File: config.mk
export PLATFORM = sky130hd
export DESIGN_NAME = dts_csr_bank
export DESIGN_NICKNAME = d
export VERILOG_FILES = /design/src/core/dts_pkg.sv /design/src/core/dts_csr_bank.sv
export VERILOG_INCLUDE_DIRS = /design/src /design/src/core
export SDC_FILE = /design/constraint.sdc
export NUM_CORES = 1
export LEC_CHECK = 0
export ABC_CLOCK_PERIOD_IN_PS = 4100
export BUFFER_PORTS_ARGS = -buffer_cell sky130_fd_sc_hd__clkbuf_2
export CORE_ASPECT_RATIO = 2
export CORE_UTILIZATION = 29
export CTS_BUF_LIST = sky130_fd_sc_hd__clkbuf_4 sky130_fd_sc_hd__clkbuf_8
export DETAILED_ROUTE_END_ITERATION = 7
export SLEW_MARGIN = 25
export SYNTH_ARGS = -nofsm -noshare
export SYNTH_HDL_FRONTEND = slang
export SYNTH_SLANG_ARGS = --single-unit
export TNS_END_PERCENT = 100
File: constraint.sdc
create_clock -name ref_clk -period 4.1 [get_ports ref_clk]
set_clock_uncertainty 0.1 [all_clocks]
set_input_delay 0.205 -clock ref_clk [delete_from_list [all_inputs] [get_ports ref_clk]]
set_output_delay 0.205 -clock ref_clk [all_outputs]
set_load 0.01 [all_outputs]
File: src/core/dts_defines.svh
// Register indices, field positions, reset values and fixed codes of the debug/trigger/security CSR bank
`ifndef DTS_DEFINES_SVH
`define DTS_DEFINES_SVH

// Register indices; the APB byte address is four times the index
`define DTS_IDX_SECCFG      12'h747
`define DTS_IDX_SECCFGH     12'h757
`define DTS_IDX_TSELECT     12'h7a0
`define DTS_IDX_TCONFIG     12'h7a1
`define DTS_IDX_TADDR       12'h7a2
`define DTS_IDX_TEXTRA      12'h7a3
`define DTS_IDX_MCONTEXT    12'h7a8
`define DTS_IDX_SCONTEXT    12'h7aa
`define DTS_IDX_DBGCTRL     12'h7b0
`define DTS_IDX_DBGPC       12'h7b1
`define DTS_IDX_SCRATCHA    12'h7b2
`define DTS_IDX_SCRATCHB    12'h7b3
`define DTS_IDX_CPUCTRL     12'h7c0

// Security configuration fields
`define DTS_SEC_BYPASS      2
`define DTS_SEC_DENY        1
`define DTS_SEC_LOCKDOWN    0

// Trigger configuration: fixed image and the armed-dependent bits
`define DTS_TCFG_RESET      32'h2800_1000
`define DTS_TCFG_MBIT       6
`define DTS_TCFG_UBIT       4
`define DTS_TCFG_EXEC       3

// Debug control fields
`define DTS_DCSR_RESET      32'h4000_0003
`define DTS_DCSR_VER        32'h4000_0000
`define DTS_DCSR_EBM        15
`define DTS_DCSR_EBU        12
`define DTS_DCSR_CAUSE_HI   8
`define DTS_DCSR_CAUSE_LO   6
`define DTS_DCSR_STEP       2
`define DTS_DCSR_PRV_HI     1

// CPU control fields
`define DTS_CPU_DFAULT      7
`define DTS_CPU_EXCSEEN     6
`define DTS_CPU_MASK_HI     5
`define DTS_CPU_MASK_LO     3
`define DTS_CPU_DUMMY       2
`define DTS_CPU_DIT         1
`define DTS_CPU_ICACHE      0

`endif

File: src/core/dts_pkg.sv
// Shared types of the debug/trigger/security CSR bank
package dts_pkg;
  typedef enum logic [1:0] {
    DTS_PRIV_USER    = 2'h0,
    DTS_PRIV_MACHINE = 2'h3
  } dts_priv_t;

  typedef enum logic [2:0] {
    DTS_CAUSE_NONE    = 3'h0,
    DTS_CAUSE_EBREAK  = 3'h1,
    DTS_CAUSE_TRIGGER = 3'h2,
    DTS_CAUSE_HALT    = 3'h3,
    DTS_CAUSE_STEP    = 3'h4
  } dts_cause_t;
endpackage

File: src/core/dts_csr_bank.sv
// Debug, trigger, security configuration and CPU control register bank with APB slave
//
// The implementer's own choice: register access over APB.
`timescale 1ns/10ps
`include "dts_defines.svh"

module dts_csr_bank #(
  parameter bit ProtectionPresent     = 1'b1,
  parameter bit TriggerSupportOn      = 1'b1,
  parameter int TriggerCountParam     = 1,
  parameter bit SecurityFeaturesParam = 1'b1,
  parameter bit IcachePresent         = 1'b1
) (
  input  wire logic        ref_clk,            // Core clock, 200 MHz
  input  wire logic        reset,              // Synchronous reset, active high
  input  wire logic        clkEn,              // Freezes all state while low
  input  wire logic        psel,               // APB select
  input  wire logic        penable,            // APB access phase
  input  wire logic        pwrite,             // APB write
  input  wire logic [13:0] paddr,              // APB byte address
  input  wire logic [31:0] pwdata,             // APB write data
  output logic      [31:0] prdata,             // APB read data
  output logic             pready,             // APB ready
  output logic             pslverr,            // APB error: illegal or unmapped
  output logic             illegalAccess,      // Illegal instruction request
  input  wire logic        debugMode,          // Core is in debug mode
  input  wire logic [1:0]  curPriv,            // Current privilege level
  input  wire logic        debugEntry,         // Pulse: core enters debug mode
  input  wire logic [2:0]  debugCause,         // Cause code with the entry pulse
  input  wire logic [31:0] entryPc,            // Next PC with the entry pulse
  input  wire logic        ebreakExec,         // EBREAK being executed
  input  wire logic        syncException,      // Pulse: synchronous exception taken
  input  wire logic        mretExec,           // Pulse: machine return executed
  input  wire logic        fetchValid,         // Fetched instruction valid
  input  wire logic [31:0] fetchAddr,          // Fetched instruction address
  output logic             triggerHit,         // Break before fetched instruction
  output logic             ebreakToDebug,      // EBREAK enters debug, not trap
  output logic             stepEnable,         // Single step on resume
  output logic      [1:0]  debugPrv,           // Privilege to resume in
  output logic      [31:0] resumePc,           // PC loaded on resume
  output logic             lockBypass,         // Locked regions may be modified
  output logic             machineDefaultDeny, // Deny unmatched machine accesses
  output logic             machineLockdown,    // Enhanced region interpretation
  output logic             icacheEnable,       // Instruction cache on
  output logic             dataIndTiming,      // Data-independent timing on
  output logic             dummyInstrEn,       // Dummy instruction insertion on
  output logic      [2:0]  dummyInstrMask      // Dummy instruction frequency
);

  localparam int TrigN = (TriggerCountParam < 1) ? 1 : TriggerCountParam;
  localparam int IdxW  = (TrigN > 1) ? $clog2(TrigN) : 1;
  localparam logic [31:0] TrigMax = 32'(TrigN - 1);

  // Decoded result of one access: {mapped, allowed}
  function automatic logic [1:0] decodeAccess(input logic [11:0] idx, input logic dbg, input logic [1:0] prv);
    logic mach;
    logic trigOk;
    mach   = (prv == dts_pkg::DTS_PRIV_MACHINE);
    trigOk = TriggerSupportOn && (dbg || mach);
    case (idx)
      `DTS_IDX_SECCFG, `DTS_IDX_SECCFGH: decodeAccess = {1'b1, ProtectionPresent && mach};
      `DTS_IDX_TSELECT, `DTS_IDX_TCONFIG, `DTS_IDX_TADDR,
      `DTS_IDX_TEXTRA, `DTS_IDX_MCONTEXT, `DTS_IDX_SCONTEXT: decodeAccess = {1'b1, trigOk};
      `DTS_IDX_DBGCTRL, `DTS_IDX_DBGPC,
      `DTS_IDX_SCRATCHA, `DTS_IDX_SCRATCHB: decodeAccess = {1'b1, dbg};
      `DTS_IDX_CPUCTRL: decodeAccess = {1'b1, mach};
      default: decodeAccess = 2'b00;
    endcase
  endfunction

  // Only machine and user privilege are legal values
  function automatic logic prvLegal(input logic [1:0] p);
    prvLegal = (p == dts_pkg::DTS_PRIV_MACHINE) || (p == dts_pkg::DTS_PRIV_USER);
  endfunction

  logic [11:0] accIdx;
  logic [1:0]  accDec;
  logic        accOk;
  logic        wrStrobe;

  assign accIdx   = paddr[13:2];
  assign accDec   = decodeAccess(accIdx, debugMode, curPriv);
  assign accOk    = accDec[1] && accDec[0];
  assign pready   = psel && penable && clkEn;
  assign wrStrobe = pready && pwrite && accOk;

  // ---------------- Register state ----------------
  logic [2:0]  secCfg_reg,    secCfg_next;
  logic [31:0] trigIndex_reg, trigIndex_next;
  logic [31:0] matchAddr_reg [TrigN];
  logic [31:0] matchAddr_next[TrigN];
  logic        armed_reg     [TrigN];
  logic        armed_next    [TrigN];
  logic        ebm_reg,  ebm_next;
  logic        ebu_reg,  ebu_next;
  logic        step_reg, step_next;
  logic [2:0]  cause_reg, cause_next;
  logic [1:0]  prv_reg,  prv_next;
  logic [31:0] dpc_reg,  dpc_next;
  logic [31:0] scrA_reg, scrA_next;
  logic [31:0] scrB_reg, scrB_next;
  logic [7:0]  cpu_reg,  cpu_next;
  logic [IdxW-1:0] selIdx;

  assign selIdx = trigIndex_reg[IdxW-1:0];

  always_comb begin
    secCfg_next    = secCfg_reg;
    trigIndex_next = trigIndex_reg;
    for (int i = 0; i < TrigN; i++) begin
      matchAddr_next[i] = matchAddr_reg[i];
      armed_next[i]     = armed_reg[i];
    end
    ebm_next   = ebm_reg;
    ebu_next   = ebu_reg;
    step_next  = step_reg;
    cause_next = cause_reg;
    prv_next   = prv_reg;
    dpc_next   = dpc_reg;
    scrA_next  = scrA_reg;
    scrB_next  = scrB_reg;
    cpu_next   = cpu_reg;

    if (wrStrobe) begin
      case (accIdx)
        `DTS_IDX_SECCFG: secCfg_next = pwdata[2:0];
        `DTS_IDX_TSELECT: begin
          trigIndex_next = (pwdata >= 32'(TrigN)) ? TrigMax : pwdata;
        end
        `DTS_IDX_TCONFIG: begin
          if (debugMode) begin
            armed_next[selIdx] = pwdata[`DTS_TCFG_EXEC];
          end
        end
        `DTS_IDX_TADDR: begin
          if (debugMode) begin
            matchAddr_next[selIdx] = pwdata;
          end
        end
        `DTS_IDX_DBGCTRL: begin
          ebm_next  = pwdata[`DTS_DCSR_EBM];
          ebu_next  = pwdata[`DTS_DCSR_EBU];
          step_next = pwdata[`DTS_DCSR_STEP];
          if (prvLegal(pwdata[`DTS_DCSR_PRV_HI:0])) begin
            prv_next = pwdata[`DTS_DCSR_PRV_HI:0];
          end
        end
        `DTS_IDX_DBGPC:    dpc_next  = pwdata;
        `DTS_IDX_SCRATCHA: scrA_next = pwdata;
        `DTS_IDX_SCRATCHB: scrB_next = pwdata;
        `DTS_IDX_CPUCTRL: begin
          cpu_next[`DTS_CPU_DFAULT]  = pwdata[`DTS_CPU_DFAULT];
          cpu_next[`DTS_CPU_EXCSEEN] = pwdata[`DTS_CPU_EXCSEEN];
          if (SecurityFeaturesParam) begin
            cpu_next[`DTS_CPU_MASK_HI:`DTS_CPU_DIT] = pwdata[`DTS_CPU_MASK_HI:`DTS_CPU_DIT];
          end
          if (IcachePresent) begin
            cpu_next[`DTS_CPU_ICACHE] = pwdata[`DTS_CPU_ICACHE];
          end
        end
        // High security half, extra data and contexts drop writes
        default: ;
      endcase
    end

    // Hardware events come after software writes so they win over them; an exception set wins over a return clear
    if (mretExec) begin
      cpu_next[`DTS_CPU_EXCSEEN] = 1'b0;
    end
    if (syncException) begin
      if (cpu_reg[`DTS_CPU_EXCSEEN]) begin
        cpu_next[`DTS_CPU_DFAULT] = 1'b1;
      end
      cpu_next[`DTS_CPU_EXCSEEN] = 1'b1;
    end

    // Entry capture overrides a debugger write in the same cycle
    if (debugEntry) begin
      cause_next = debugCause;
      prv_next   = prvLegal(curPriv) ? curPriv : dts_pkg::DTS_PRIV_MACHINE;
      dpc_next   = entryPc;
    end
  end

  always_ff @(posedge ref_clk) begin
    if (reset) begin
      secCfg_reg    <= 3'h0;
      trigIndex_reg <= 32'h0;
      for (int i = 0; i < TrigN; i++) begin
        matchAddr_reg[i] <= 32'h0;
        armed_reg[i]     <= 1'b0;
      end
      ebm_reg   <= 1'b0;
      ebu_reg   <= 1'b0;
      step_reg  <= 1'b0;
      cause_reg <= dts_pkg::DTS_CAUSE_NONE;
      prv_reg   <= dts_pkg::DTS_PRIV_MACHINE;
      dpc_reg   <= 32'h0;
      scrA_reg  <= 32'h0;
      scrB_reg  <= 32'h0;
      cpu_reg   <= 8'h0;
    end else if (clkEn) begin
      secCfg_reg    <= secCfg_next;
      trigIndex_reg <= trigIndex_next;
      for (int i = 0; i < TrigN; i++) begin
        matchAddr_reg[i] <= matchAddr_next[i];
        armed_reg[i]     <= armed_next[i];
      end
      ebm_reg   <= ebm_next;
      ebu_reg   <= ebu_next;
      step_reg  <= step_next;
      cause_reg <= cause_next;
      prv_reg   <= prv_next;
      dpc_reg   <= dpc_next;
      scrA_reg  <= scrA_next;
      scrB_reg  <= scrB_next;
      cpu_reg   <= cpu_next;
    end
  end

  // ---------------- Read path, sampled in the APB setup cycle ----------------
  logic [31:0] rdData_reg, rdData_next;
  logic        rdErr_reg,  rdErr_next;
  logic [31:0] rdMux;

  always_comb begin
    rdMux = 32'h0;
    case (accIdx)
      `DTS_IDX_SECCFG:  rdMux = {29'h0, secCfg_reg};
      `DTS_IDX_TSELECT: rdMux = trigIndex_reg;
      `DTS_IDX_TCONFIG: begin
        rdMux = `DTS_TCFG_RESET;
        rdMux[`DTS_TCFG_MBIT] = armed_reg[selIdx];
        rdMux[`DTS_TCFG_UBIT] = armed_reg[selIdx];
        rdMux[`DTS_TCFG_EXEC] = armed_reg[selIdx];
      end
      `DTS_IDX_TADDR:   rdMux = matchAddr_reg[selIdx];
      `DTS_IDX_DBGCTRL: begin
        rdMux = `DTS_DCSR_VER;
        rdMux[`DTS_DCSR_EBM] = ebm_reg;
        rdMux[`DTS_DCSR_EBU] = ebu_reg;
        rdMux[`DTS_DCSR_CAUSE_HI:`DTS_DCSR_CAUSE_LO] = cause_reg;
        rdMux[`DTS_DCSR_STEP] = step_reg;
        rdMux[`DTS_DCSR_PRV_HI:0] = prv_reg;
      end
      `DTS_IDX_DBGPC:    rdMux = dpc_reg;
      `DTS_IDX_SCRATCHA: rdMux = scrA_reg;
      `DTS_IDX_SCRATCHB: rdMux = scrB_reg;
      `DTS_IDX_CPUCTRL:  rdMux = {24'h0, cpu_reg};
      default:           rdMux = 32'h0;
    endcase
  end

  always_comb begin
    rdData_next = rdData_reg;
    rdErr_next  = rdErr_reg;
    if (psel && !penable) begin
      rdData_next = accOk ? rdMux : 32'h0;
      rdErr_next  = !accOk;
    end
  end

  always_ff @(posedge ref_clk) begin
    if (reset) begin
      rdData_reg <= 32'h0;
      rdErr_reg  <= 1'b0;
    end else if (clkEn) begin
      rdData_reg <= rdData_next;
      rdErr_reg  <= rdErr_next;
    end
  end

  assign prdata        = rdData_reg;
  assign pslverr       = pready && rdErr_reg;
  assign illegalAccess = pslverr;

  // ---------------- Outputs to the core ----------------
  logic anyHit;
  always_comb begin
    anyHit = 1'b0;
    for (int i = 0; i < TrigN; i++) begin
      if (armed_reg[i] && fetchAddr == matchAddr_reg[i]) begin
        anyHit = 1'b1;
      end
    end
  end

  // Hit is combinational so the core can stop before the instruction issues
  assign triggerHit    = TriggerSupportOn && fetchValid && !debugMode && anyHit;
  assign ebreakToDebug = ebreakExec && ((curPriv == dts_pkg::DTS_PRIV_MACHINE && ebm_reg) ||
                                        (curPriv == dts_pkg::DTS_PRIV_USER && ebu_reg));
  assign stepEnable         = step_reg;
  assign debugPrv           = prv_reg;
  assign resumePc           = dpc_reg;
  assign lockBypass         = secCfg_reg[`DTS_SEC_BYPASS];
  assign machineDefaultDeny = secCfg_reg[`DTS_SEC_DENY];
  assign machineLockdown    = secCfg_reg[`DTS_SEC_LOCKDOWN];
  assign icacheEnable       = cpu_reg[`DTS_CPU_ICACHE];
  assign dataIndTiming      = cpu_reg[`DTS_CPU_DIT];
  assign dummyInstrEn       = cpu_reg[`DTS_CPU_DUMMY];
  assign dummyInstrMask     = cpu_reg[`DTS_CPU_MASK_HI:`DTS_CPU_MASK_LO];
endmodule

* Word-level counts from Yosys, hierarchy flattened *
Memory sizes are Yosys's and may differ from the RTL's.
Index checks and enable logic that the tools add are counted.

storage, ports and cells
  output and inout bits = 81
  memories = 2
  memory bits (writable) = 33
  logic and storage cells = 118
  input bits = 127
  register bits = 180

memories
  name           words  width  rd ports  clocked after memory_dff  write ports  line                source
  matchAddr_reg  1      32     2         0                         1            dts_csr_bank.sv:90  logic [31:0] matchAddr_reg [TrigN];
  armed_reg      1      1      2         0                         1            dts_csr_bank.sv:92  logic armed_reg [TrigN];

cells by class
  equal/unequal tests = 16
  muxes and demuxes = 37
  magnitude comparators = 3
  reductions and logical operators = 45

operator list
  cell                                                                 number
  2-to-1 mux 32 bit                                                    10
  case mux 32 bit (9 select lines)                                     1
  == test 12 x 11 -> 1 bit (second input constant)                     13
  bitwise mux 32 bit                                                   1
  == test 32 bit                                                       1
  greater-or-equal comparator 32 x 1 -> 1 bit (second input constant)  1
  OR reduction 32 bit                                                  1
  AND reduction 3 bit                                                  8
  2-to-1 mux 8 bit                                                     2
  2-to-1 mux 1 bit                                                     15
  logical AND 1 bit                                                    14
  2-to-1 mux 2 bit                                                     6
  nonzero test 2 bit                                                   4
  case mux 2 bit (3 select lines)                                      1
  nonzero test 3 bit                                                   2
  OR reduction 6 bit                                                   1
  == test 2 bit (second input constant)                                2
  logical NOT 2 bit                                                    2
  logical OR 1 bit                                                     4
  AND reduction 2 bit                                                  2
  AND reduction 4 bit                                                  1
  OR reduction 4 bit                                                   1
  logical NOT 1 bit                                                    3
  OR reduction 3 bit                                                   1
  other kinds (4)                                                      4

* Longest topological paths before layout *
  depth after elaboration = 8
  mapped depth = 10

* Least setup slack after synthesis *
OpenSTA, ideal clock, no wires.

  path kind = input to register
  start = input paddr[6]
  end = memory matchAddr_reg[0][0], enable pin
  library setup time = 0.377 ns
  buffers on the path = 4
  data arrival time = 1.860 ns
  path slack = 1.763 ns
  data required time = 3.623 ns
  stages = 6
  path through = buf_2 > buf_2 > buf_2 > clkbuf_1 > nor3_1 > a31o_2

RTL lines
  element             line                source
  start: declaration  dts_csr_bank.sv:20  input wire logic [13:0] paddr,
  end: declaration    dts_csr_bank.sv:90

==> qor.yml <==
yosys:
  synthMuxAreaShare: 0.145
  synth-compound-area-share: 0.160
  synth_top_family_by_area: "simple AND/OR/NAND/NOR gates"
  syn-num-nets: 1229
  avgSynthCellArea_sq_um: 9.54
  ys_warn_count: 0
  ys.flop_type: "dfxtp_1"
  synth-seq-area-share: 0.438
  synthAdderAreaFrac: 0.00239
  synth_edf_count: 33
  ys_seq_elements: 213
  netlist_instances: 1100
  yosysUniqueCellTypes: 79
  synth_xor_area_frac: 0.0267
  synth_area_sq_um: 10500
  async_reset_ff_frac: 0
  yosys.area_share.simple: 0.180
sta:
  max_freq_ghz: 0.279
  grt_setup_unrepaired: "false"
  finalCritPeriodShare: 0.874
  slew_viol_final: 0
  hold-worst-slack_ns: 0.0400
  relSlewSlack: 0.274
  finalHoldViolations: 0
  setup_violations: 0
  post-route-min-period_ns: 3.58
  tightest_slew_ns: 1.09
  finalSetupTns_ns: 0
clocking:
  cts_sinks: 213
  cts_tree: "done"
  clockRootBuffer: "clkbuf_8"
  cts_buffer_depth: 3
  cts-htree-levels: 1
  cts_inserted_buffers: 30
  cts_resized: 0
  insertion_delay_ns: 0.61
  path_clk_slew_ns: 0.07
cells_and_area:
  multi_input_area_sq_um: 5420
  layout-drive-gt1-share: 0.245
  mostFrequentLayoutCells: "clkbuf_2, dfxtp_1, mux2i_1"
  final_common_cell: "clkbuf_2"
  seq_area_sq_um: 4600
  fillers: 3612
  synthToLayoutAreaGrowth_pct: 26.3
  nets: 1482
routing:
  wirelength_um: 43800
  drcViolationCount: 2
  routedWlPerCell_um: 24.0
  vias_per_cell: 5.38
  antenna_left: 0
  drt_iter0_drc: 764
  firstDrtPassIters: 8
  via_count: 9810
worst_setup_path:
  worstPathCellList: "xnor2_1 -> nand4_1 -> nor3_1 -> nand4_1 -> nor4_1 -> clkbuf_2"
  critPathKind: "reg2out"
  critPathMostFrequentCell: "nand4_1"
  crit_fanout: 3
  critPathLaunchType: "flop"
  arrival_ns: 3.28
  slowest_delay_ns: 0.61
  slowest_stage: "xnor2_1"
  cp-end-kind: "output pin"
  crit_family: "simple AND/OR/NAND/NOR gates"
  critPathBufInv: 1
  required_ns: 3.80
grt:
  gr-usage-all-layers: 0.237
  antenna_found_initial: 1
  grt_max_degree: 85
  gr-total-overflow: 0
  grt_pass1_wl_um: 63400
  grt_pass1_vias: 9679
floorplan:
  die_width_um: 136
  placement_rows: 98
  placeableCoreArea_sq_um: 35700
  start_util: 0.294
  die_y_um: 271
  die_area_sq_um: 37000
  pin_count: 208
min_path:
  hold_class: "in2reg"
place:
  io_buffers: 205
  place.gp.congestion: 0.998
  dp_hpwl_um: 31800
power:
  p_leak_nw: 5.29
  power_density_nw_per_um2: 339
  peakVddDrop_v: 0.000227
run_status:
  violations: "design-rule violations"
  run_status: "finished, violations left"
job:
  cap_violations: 0
==> metrics by stage <==
stage,area (sq um),instances,setup WS [ns],utilization,total power [W]
global route,13200,1825,0.501,0.371,0.00463
finish,13200,1825,0.517,0.371,0.00448
floorplan,10500,1100,1.76,-,0.00250
CTS,13200,1824,0.547,0.371,0.00451
global placement,11900,1695,0.977,0.333,0.00273
detailed placement,11900,1695,0.942,0.333,0.00274
==> area by class of cell <==
class                           instances  share of cell area
Multi-Input combinational cell        787               0.409
Sequential cell                       213               0.347
Timing Repair Buffer                  312               0.153
Clock buffer                           49              0.0438
Tap cell                              450              0.0425
Inverter                                9             0.00255
Clock inverter                          4             0.00179
Antenna cell                            1            0.000189
==> final timing paths <==
path | start | end | slack (ns) | cells after the start
worst max-delay path | matchAddr_reg[0][21] | triggerHit | 0.52 | 6
worst min-delay path | pwdata[0] | trigIndex_reg[0] | 0.04 | 3
worst max register to register | trigIndex_reg[0] | prdata[0] | 2.04 | 6
worst min register to register | scrA_reg[24] | scrA_reg[24] | 0.35 | 2
==> where the power goes <==
group / leakage [nW] / switching [W] / internal [W]
registers: 1.77 / 0.0000567 / 0.00217
logic: 3.18 / 0.000305 / 0.000216
clock network: 0.330 / 0.000843 / 0.000890
total: 5.29 / 0.00120 / 0.00328
==> cell usage after synthesis, types with 18 or more instances <==
cell type,number,share of area
edfxtp_1,33,0.094
clkbuf_1,57,0.020
nand2_1,107,0.038
a22oi_1,18,0.013
nor3_1,39,0.019
dfxtp_1,180,0.34
a21oi_1,73,0.035
nor2_1,107,0.038
a211oi_1,32,0.023
a222oi_1,18,0.017
xnor2_1,21,0.018
and2_1,35,0.021
mux2i_1,144,0.14
==> metal layers <==
| metal | share of wire | vias to the layer above | GRT usage |
|---|---|---|---|
| met5 | 0 | - | 0 |
| met4 | 0.090 | 0 | 0.198 |
| met3 | 0.057 | 143 | 0.0289 |
| met2 | 0.51 | 439 | 0.416 |
| met1 | 0.34 | 4732 | 0.246 |
| li1 | - | 4496 | - |
==> repair_timing <==
item,4_1_cts,5_1_grt
setup buffers,0,0
hold buffers,76,0
endpoints found under the hold margin,143,0
==> worst min-delay path: stages <==
cell      delay (ns)
clkbuf_2        0.28
nand4_1         0.16
a21oi_1         0.06
==> cells by family (layout without fill, tap and decap cells) <==
logic type / count (synthesis) / count (layout)
simple gates: 379 / 379
mux: 151 / 151
other cells: 0 / 1
xor+xnor: 32 / 32
flops: 213 / 213
buf+inv: 100 / 374
fa+ha+maj: 2 / 2
compound gates: 223 / 223
Power figures use the tool's default switching activity.
